--- src/rtl/tfcs_pkg.sv ---
// Register map, field positions and carrier types of the timer F status block.
package tfcs_pkg;
  // ==========================================================================
  // Register map
  // ==========================================================================
  localparam logic [7:0] TFCS_CTRL_STATUS_IDX = 8'hb7;
  localparam logic [9:0] TFCS_CTRL_STATUS_ADDR = {TFCS_CTRL_STATUS_IDX, 2'b00};
  localparam logic [7:0] TFCS_CTRL_STATUS_RST = 8'h00;
  // ==========================================================================
  // Field positions
  // ==========================================================================
  localparam int TFCS_HIGH_OVF_BIT   = 7;
  localparam int TFCS_HIGH_MATCH_BIT = 6;
  localparam int TFCS_HIGH_IRQEN_BIT = 5;
  localparam int TFCS_HIGH_CLREN_BIT = 4;
  localparam int TFCS_LOW_OVF_BIT    = 3;
  localparam int TFCS_LOW_MATCH_BIT  = 2;
  localparam int TFCS_LOW_IRQEN_BIT  = 1;
  localparam int TFCS_LOW_CLREN_BIT  = 0;
  localparam logic [7:0] TFCS_FLAG_MASK = 8'hcc;

  // Events from one counter half.
  typedef struct packed {
    logic overflow;
    logic match;
  } tfcs_event_type;

  // Actions toward one counter half.
  typedef struct packed {
    logic irq;
    logic clear;
  } tfcs_action_type;
endpackage

--- src/rtl/tfcs_ctrl_status.sv ---
// Control/status register of the paired 8-bit timer, on Avalon-MM.
//
// Chosen here: register access over Avalon-MM.
`timescale 1ns/10ps
//
// Overview of operation
// RL1: Bits 7..0: high then low fields.
// RL2: Flags read, write-zero clears; enables read/write.
// RL3: Low clear enable 0 keeps counter on match.
// RL4: Low counter equal compare sets match flag.
// RL5: Match flag cleared only after read 1.
// RL6: Low wrap FF to 00 sets overflow.
// RL7: Low irq enable 0 blocks low interrupt.
// RL8: High irq enable 0 blocks high interrupt.
// RL9: Clear enable clears counter; enabled flag interrupts (here only the overflow flag interrupts).
module tfcs_ctrl_status
  import tfcs_pkg::*;
(
  input  wire logic            clk_sys,
  input  wire logic            arst_n,
  input  wire logic [9:0]      avs_address,
  input  wire logic            avs_read,
  input  wire logic            avs_write,
  input  wire logic [3:0]      avs_byteenable,
  input  wire logic [31:0]     avs_writedata,
  output logic      [31:0]     avs_readdata,
  output logic                 avs_waitrequest,
  input  wire tfcs_event_type  low_event,
  input  wire tfcs_event_type  high_event,
  output tfcs_action_type      low_action,
  output tfcs_action_type      high_action
);
  // ==========================================================================
  // Reset release
  // ==========================================================================
  logic rst_meta_r;
  logic rst_n_r;

  always_ff @(posedge clk_sys or negedge arst_n) begin
    if (!arst_n) begin
      rst_meta_r <= 1'b0;
      rst_n_r    <= 1'b0;
    end else begin
      rst_meta_r <= 1'b1;
      rst_n_r    <= rst_meta_r;
    end
  end

  // ==========================================================================
  // Bus decode
  // ==========================================================================
  // Each access takes two cycles: waitrequest is low in the second cycle,
  // which keeps the read data registered and the outputs off flip-flops.
  logic            ack_r;
  logic            ack_nxt;
  logic [7:0]      csr_r;
  logic [7:0]      csr_nxt;
  logic [7:0]      armed_r;
  logic [7:0]      armed_nxt;
  logic [31:0]     rdata_nxt;
  logic            wait_nxt;

  wire             any_req = avs_read | avs_write;
  wire             hit     = avs_address == TFCS_CTRL_STATUS_ADDR;
  wire             req     = any_req & ~ack_r;
  wire             wr_done = avs_write & ack_r & hit & avs_byteenable[0];
  wire             rd_done = avs_read & ack_r & hit;
  wire             rd_take = req & avs_read & hit;
  wire [7:0]       wd      = avs_writedata[7:0];

  // ==========================================================================
  // Field helpers
  // ==========================================================================
  // Both halves share one nibble layout, so the low field positions
  // index a nibble of either half.

  // Places the events of one half at its flag positions.
  function automatic logic [3:0] half_set(input tfcs_event_type ev);
    half_set = 4'h0;
    half_set[TFCS_LOW_OVF_BIT]   = ev.overflow;
    half_set[TFCS_LOW_MATCH_BIT] = ev.match;
  endfunction

  // Interrupt request of one half: overflow flag set and enable set.
  function automatic logic half_irq(input logic [3:0] f);
    half_irq = f[TFCS_LOW_OVF_BIT] & f[TFCS_LOW_IRQEN_BIT];
  endfunction

  // Counter clear of one half: match while the clear enable is set.
  function automatic logic half_clr(input tfcs_event_type ev,
                                    input logic [3:0]     f);
    half_clr = ev.match & f[TFCS_LOW_CLREN_BIT];
  endfunction

  // ==========================================================================
  // Register update
  // ==========================================================================
  // Hardware set events, per bit position; set wins over a software clear.
  wire [7:0] set_vec = {half_set(high_event),
                        half_set(low_event)}; // RL4 RL6
  // A flag is cleared by writing 0 only after a completed read has armed it.
  wire [7:0] clr_vec = wr_done ? (TFCS_FLAG_MASK & ~wd & armed_r)
                               : 8'h00; // RL5
  wire [7:0] flags   = ((csr_r & ~clr_vec) | set_vec) & TFCS_FLAG_MASK; // RL2

  assign csr_nxt = wr_done ? (flags | (wd & ~TFCS_FLAG_MASK))
                           : (flags | (csr_r & ~TFCS_FLAG_MASK)); // RL1 RL2
  // Arming is set by a read that sees a flag at 1, dropped by any write to this register with byte 0 enabled.
  // Dropping it on every such write is stricter than needed, but a flag set
  // in the cycle the read is taken is armed before software has seen it.
  assign armed_nxt = wr_done ? 8'h00
                   : rd_done ? (armed_r | (csr_r & TFCS_FLAG_MASK))
                   : (armed_r & csr_r); // RL5

  assign ack_nxt = req;

  always_ff @(posedge clk_sys or negedge rst_n_r) begin
    if (!rst_n_r) begin
      ack_r <= 1'b0;
    end else begin
      ack_r <= ack_nxt;
    end
  end

  always_ff @(posedge clk_sys or negedge rst_n_r) begin
    if (!rst_n_r) begin
      csr_r <= TFCS_CTRL_STATUS_RST;
    end else begin
      csr_r <= csr_nxt;
    end
  end

  always_ff @(posedge clk_sys or negedge rst_n_r) begin
    if (!rst_n_r) begin
      armed_r <= 8'h00;
    end else begin
      armed_r <= armed_nxt;
    end
  end

  // ==========================================================================
  // Read data and handshake
  // ==========================================================================
  // Read data is loaded only when a request is taken, so it holds until
  // the next access.
  assign rdata_nxt = req ? (rd_take ? {24'h000000, csr_r} : 32'h00000000)
                         : avs_readdata; // RL2
  assign wait_nxt  = ~req;

  always_ff @(posedge clk_sys or negedge rst_n_r) begin
    if (!rst_n_r) begin
      avs_readdata <= 32'h00000000;
    end else begin
      avs_readdata <= rdata_nxt;
    end
  end

  always_ff @(posedge clk_sys or negedge rst_n_r) begin
    if (!rst_n_r) begin
      avs_waitrequest <= 1'b1;
    end else begin
      avs_waitrequest <= wait_nxt;
    end
  end

  // ==========================================================================
  // Counter actions
  // ==========================================================================
  // The clear pulse follows the match by one cycle so it comes off a flop.
  // Index 0 is the low half and index 1 the high half.
  tfcs_event_type  ev_arr [2];
  tfcs_action_type act_nxt [2];

  assign ev_arr[0] = low_event;
  assign ev_arr[1] = high_event;

  for (genvar g = 0; g < 2; g++) begin : g_half
    wire [3:0] next_nib = csr_nxt[4*g +: 4];
    wire [3:0] cur_nib  = csr_r[4*g +: 4];

    assign act_nxt[g].irq   = half_irq(next_nib); // RL7 RL8 RL9
    assign act_nxt[g].clear = half_clr(ev_arr[g], cur_nib); // RL3 RL9
  end

  always_ff @(posedge clk_sys or negedge rst_n_r) begin
    if (!rst_n_r) begin
      low_action <= '0;
    end else begin
      low_action <= act_nxt[0];
    end
  end

  always_ff @(posedge clk_sys or negedge rst_n_r) begin
    if (!rst_n_r) begin
      high_action <= '0;
    end else begin
      high_action <= act_nxt[1];
    end
  end
endmodule // tfcs_ctrl_status

--- config.mk ---
export PLATFORM = sky130hd
export DESIGN_NAME = tfcs_ctrl_status
export DESIGN_NICKNAME = d
export VERILOG_FILES = /design/src/rtl/tfcs_pkg.sv /design/src/rtl/tfcs_ctrl_status.sv
export SDC_FILE = /design/constraint.sdc
export NUM_CORES = 1
export LEC_CHECK = 0
export ABC_AREA = 0
export BUFFER_PORTS_ARGS = -buffer_cell sky130_fd_sc_hd__buf_4
export CORE_AREA = 2 2 61 69
export CTS_CLUSTER_SIZE = 24
export DETAILED_ROUTE_END_ITERATION = 16
export DIE_AREA = 0 0 63 71
export GPL_TIMING_DRIVEN = 0
export PLACE_DENSITY = 0.73
export SLEW_MARGIN = 20
export SYNTH_ARGS = -nofsm -noshare
export SYNTH_HDL_FRONTEND = slang
export SYNTH_SLANG_ARGS = --single-unit
--- constraint.sdc ---
create_clock -name clk_sys -period 0.9 [get_ports clk_sys]
set_input_delay 0.27 -clock clk_sys [delete_from_list [all_inputs] [get_ports clk_sys]]
set_output_delay 0.27 -clock clk_sys [all_outputs]
set_load 0.01 [all_outputs]
# Word level (Yosys, flattened, before mapping)
# Index checks and enable logic that the tools add are counted.
# Widths: inputs -> output; s select.
[op_classes]
n_eq_ne = 1
mux = 5
bitwise_logic = 24
[op_table]
columns = ["cell", "count"]
rows = [
  ["$mux 8", 5],
  ["$and 8x8->8", 3],
  ["$not 8->8", 2],
  ["$or 8x6->8", 2],
  ["$or 8x8->8", 2],
  ["$and 1x1->1", 12],
  ["$eq 10x10->1 const B", 1],
  ["$not 1->1", 2],
  ["$or 1x1->1", 1],
]
[totals]
ff_bits = 56
input_bits = 54
output_inout_bits = 37

# Logic depth before layout (Yosys ltp)
[logic_depth]
ltp_word = 10
depth_mapped = 4

# Least setup slack after synthesis
# Ideal clock, no wire load.
[synth_timing]
kind = "input port to flip-flop"
from = "input avs_address[0]"
to = "register csr_r[0]"
arrival_time_ps = 1452
t_required_ps = 775
setup_slack_ps = -677
path_stages = 4
n_path_buf = 1
cell_sequence = "nand4bb_1 buf_6 nor4_4 mux2_2"
[synth_between]
elab_chain_len = 4
[synth_lines]
columns = ["item", "line_no", "rtl"]
rows = [
  ["from (decl)", "tfcs_ctrl_status.sv:21", "input wire logic [9:0] avs_address,"],
  ["$eq 10x10->1", "tfcs_ctrl_status.sv:64", "wire hit = avs_address == TFCS_CTRL_STATUS_ADDR;"],
  ["$and 1x1->1 (2 in a row)", "tfcs_ctrl_status.sv:66", "wire wr_done = avs_write & ack_r & hit & avs_byteenable[0];"],
  ["$mux 8", "tfcs_ctrl_status.sv:106", "assign csr_nxt = wr_done ? (flags | (wd & ~TFCS_FLAG_MASK))"],
  ["to (signal assigned)", "tfcs_ctrl_status.sv:129", "csr_r <= csr_nxt;"],
  ["to (decl)", "tfcs_ctrl_status.sv:56", "logic [7:0] csr_r;"],
]
# Every way passes these cells.
# A chain may end at the register's enable or synchronous reset.

# Worst setup path in the final report
[layout_timing]
from = "register ack_r"
to = "register armed_r[2]"
[layout_between]
elab_chain_len = 4
elab_cells_between_ends = 7
[layout_lines]
columns = ["item", "line_no", "rtl"]
rows = [
  ["from (decl)", "tfcs_ctrl_status.sv:54", "logic ack_r;"],
  ["from (signal assigned)", "tfcs_ctrl_status.sv:121", "ack_r <= ack_nxt;"],
  ["$and 1x1->1 (on tied branches) (2 in a row)", "tfcs_ctrl_status.sv:67, tfcs_ctrl_status.sv:66", ""],
  ["$mux 8 or $and 1x1->1 (tied branches)", "tfcs_ctrl_status.sv:112, tfcs_ctrl_status.sv:66", ""],
  ["$mux 8 *", "tfcs_ctrl_status.sv:111", "assign armed_nxt = wr_done ? 8'h00"],
  ["via armed_nxt[2]", "tfcs_ctrl_status.sv:59", "logic [7:0] armed_nxt;"],
  ["to (signal assigned)", "tfcs_ctrl_status.sv:137", "armed_r <= armed_nxt;"],
  ["to (decl)", "tfcs_ctrl_status.sv:58", "logic [7:0] armed_r;"],
]
# The timed path passes the listed nets; every way through them passes the cells marked *.

==> impl_summary.log <==
INFO  metric status = complete, but fails checks
INFO  metric failed_checks = negative setup slack
INFO  metric required = 1.10 ns
INFO  metric worst_hold_path_type = primary input to flip-flop
INFO  metric synth-seq-area-share = 51.8%
INFO  metric grt_max_degree = 27
INFO  metric cts_tree = yes
INFO  metric setup-violations-final = 37
INFO  metric postLayoutSetupSlackWorst = -0.480 ns
INFO  metric final_antenna_net_count = 0
INFO  metric regToRegSetupSlack = -0.48 ns
INFO  metric count_of_boundary_i_o_pins = 91
INFO  metric fmax = 0.724 GHz
INFO  metric final_hold_viol_count = 0
INFO  metric vias_per_cell = 4.43
INFO  metric critical_path_peak_fanout = 4
INFO  metric finalWorstPathRequiredPeriod = 1.38 ns
INFO  metric clk_path_buf_depth = 2
INFO  metric grt_remaining_overflow = 0
INFO  metric globalRouteMet1Util = 16.5%
INFO  metric power.ir.vdd_worst = 0.453 mV
INFO  metric final_layout_size_suffix_gt1_share = 54.0%
INFO  metric max_slew_margin_vs_limit = 62.3%
INFO  metric grt_pass1_wl = 5200 um
INFO  metric post_drt_wl_per_cell = 13.0 um
INFO  metric cp_data_arrival_time = 1.58 ns
INFO  metric detailedRoute.firstIterationViolations = 61
INFO  metric io_buffers = 39
INFO  metric cell_area_placed = 1830 um^2
INFO  metric path_clk_slew = 0.09 ns
INFO  metric layout.cells.most_common_list = 66 x sky130_fd_sc_hd__buf_4, 26 x sky130_fd_sc_hd__dfrtp_1, 25 x sky130_fd_sc_hd__conb_1, 18 x sky130_fd_sc_hd__buf_6, 8 x sky130_fd_sc_hd__a22o_1
INFO  metric std_cell_rows = 24
INFO  metric maxCapViolCount = 0
INFO  metric cts_made_buffers = 3
INFO  metric critPathCaptureType = flip-flop
INFO  metric crit_path_cell_trace = buf_4 > buf_6 > nand2_1 > or4_4 > o21ai_2
INFO  metric initial_utilization = 35.5%
INFO  metric root_buffer = sky130_fd_sc_hd__clkbuf_8
INFO  metric power_leakage = 1.12 nW
INFO  metric dieWidth = 63 um
INFO  metric crit_path_start_kind = flip-flop
INFO  metric place.detailed.hpwl = 1940 um
INFO  metric layout_worst_path_cycle_share = 153%
INFO  metric crit_slowest_cell = sky130_fd_sc_hd__or4_4
INFO  metric fin_skew = 0.00183 ns
INFO  metric power_per_cell_area = 1110 nW/um^2
INFO  metric synth_cells = 115
INFO  metric first_pass_iters = 4
INFO  metric globalRoute.busiestLayer = met2
INFO  metric syn_to_final_growth = 60.8%
INFO  metric post_synth_instance_area = 1360 um^2
INFO  metric rr_startpoint = ack_r$_DFF_PN0_
INFO  metric worstSetupPathType = flip-flop to flip-flop
INFO  metric r2r-end = armed_r[2]$_DFF_PN0_
INFO  metric ys_types = 25
INFO  metric drv_slew = 0
INFO  metric final_nets = 257
INFO  metric rsz0062_at_grt = true
INFO  metric depth_of_the_worst_register_to_register_path = 5
INFO  metric routed_wirelength = 3290 um
INFO  metric via_count_of_the_first_global_routing_pass = 1092
INFO  metric global_placement_routability_congestion = 0.731
INFO  metric design.die.area = 4470 um^2
INFO  metric remaining_drc_errors = 0
INFO  metric htree_levels = 1
INFO  metric tightest_slew = 0.566 ns
INFO  metric hold_ws = 0.230 ns
INFO  metric synth-seq-cells = 28
INFO  metric met2_usage = 27.8%
INFO  metric post-layout-total-power = 2.43 mW
INFO  metric synth_area_per_cell = 11.8 um^2
INFO  metric slowest_stage_delay_cp = 0.56 ns
INFO  metric final.fill_count = 325
INFO  metric yosysWarnings = 0
INFO  metric antenna_found_initial = 0
INFO  metric grt.met3_usage = 2.38%
INFO  metric dr_total_vias = 1126
INFO  metric layout.cell_area.non_filler = 2180 um^2
INFO  metric dp_worst_slack = -1.01 ns
INFO  metric crit_path_start = ack_r$_DFF_PN0_
INFO  metric dieHeight = 71 um
INFO  metric design.core.area = 3810 um^2
INFO  metric diodes = 0
INFO  metric finish.utilization = 57.1%
INFO  metric clock-sinks = 28
INFO  metric layout.cells.most_common = sky130_fd_sc_hd__buf_4
INFO  metric clock_latency = 0.26 ns
INFO  metric crit_end = armed_r[2]$_DFF_PN0_
INFO  metric globalRouteTotalUtil = 14.7%
==> worst min path at each step <==
stage,cells after the start,endpoint,slack [ns],start
final,2,csr_r[4]$_DFFE_PN0N_,0.23,avs_writedata[4]
after global routing,2,csr_r[0]$_DFFE_PN0N_,0.22,avs_writedata[0]
after CTS,2,high_action[0]$_DFF_PN0_,0.22,high_event[0]
after detailed placement,1,rst_meta_r$_DFF_PN0_,0.06,arst_n
after global placement,1,rst_meta_r$_DFF_PN0_,0.05,arst_n
after floorplan,0,rst_meta_r$_DFF_PN0_,-0.03,arst_n
==> flip-flops by register name, indices dropped and copies added, names as in the netlist, 2 cells and up <==
name / count
low_action: 2
high_action: 2
csr_r: 8
armed_r: 4
avs_readdata: 8
==> logic make-up after synthesis <==
kind of cell | Yosys count | synth area share (%)
multiplexers | 6 | 4.99
AO/OA/AOI/OAI | 25 | 12.8
buffers and inverters | 27 | 14.8
AND/OR/NAND/NOR | 27 | 15.1
flip-flops | 28 | 51.8
other | 2 | 0.554
==> cells in the mapped netlist <==
library cell,n,area [um^2]
sky130_fd_sc_hd__a21oi_1,3,15.0
sky130_fd_sc_hd__a22o_1,8,70.1
sky130_fd_sc_hd__a31oi_1,1,6.26
sky130_fd_sc_hd__and2_1,6,37.5
sky130_fd_sc_hd__buf_2,1,5.00
sky130_fd_sc_hd__buf_4,24,180
sky130_fd_sc_hd__buf_6,1,11.3
sky130_fd_sc_hd__conb_1,2,7.51
sky130_fd_sc_hd__dfrtp_1,27,676
sky130_fd_sc_hd__dfstp_2,1,26.3
sky130_fd_sc_hd__inv_1,1,3.75
sky130_fd_sc_hd__mux2_2,6,67.6
sky130_fd_sc_hd__nand2_1,1,3.75
sky130_fd_sc_hd__nand2b_1,2,12.5
sky130_fd_sc_hd__nand3_1,1,5.00
sky130_fd_sc_hd__nand4b_2,1,15.0
sky130_fd_sc_hd__nand4bb_1,1,11.3
sky130_fd_sc_hd__nor2_1,5,18.8
sky130_fd_sc_hd__nor2b_1,2,12.5
sky130_fd_sc_hd__nor3b_1,5,37.5
sky130_fd_sc_hd__nor4_4,2,42.5
sky130_fd_sc_hd__o21ai_0,8,40.0
sky130_fd_sc_hd__o21bai_1,1,7.51
sky130_fd_sc_hd__o41ai_1,4,35.0
sky130_fd_sc_hd__or4_1,1,7.51
==> routing by layer <==
layer	vias to the layer above	wire (um)
li1	535	-
met1	548	1220
met2	39	1840
met3	4	181
met4	0	46
met5	-	0
==> power breakdown <==
group | switching (mW) | internal (mW) | total (mW)
registers | 0.0301 | 1.28 | 1.31
clock network | 0.363 | 0.316 | 0.679
logic | 0.186 | 0.254 | 0.440
==> final cells by class <==
type / instances / area [um^2] / area share [%]
Inverter: 1 / 3.75 / 0.172
Multi-Input combinational cell: 84 / 653 / 30.0
Clock buffer: 4 / 45.0 / 2.07
Timing Repair Buffer: 59 / 505 / 23.2
Buffer: 26 / 203 / 9.30
Sequential cell: 28 / 703 / 32.3
Tap cell: 52 / 65.1 / 2.99
==> critical path: cells and delay by family (launching register included) <==
kind / cells / cell delay (ns)
compound gates: 1 / 0.14
buf+inv: 2 / 0.21
simple gates: 2 / 0.60
flops: 1 / 0.36
==> per-stage QoR <==
step           TNS, ns  cells
3_5_place_dp    -23.49    229
6_report        -11.12    254
2_1_floorplan    -9.71    138
4_1_cts         -11.52    246
3_3_place_gp    -22.95    229
5_1_grt         -12.79    254
==> repair_timing <==
action,CTS,global route
gates cloned,1,0
resized for setup,32,5
endpoints found under the setup margin,63,37
hold buffers,1,0
buffers inserted,11,8
pin swaps,13,4
endpoints found under the hold margin,2,0
No activity file was read; power rests on OpenSTA's default activity.
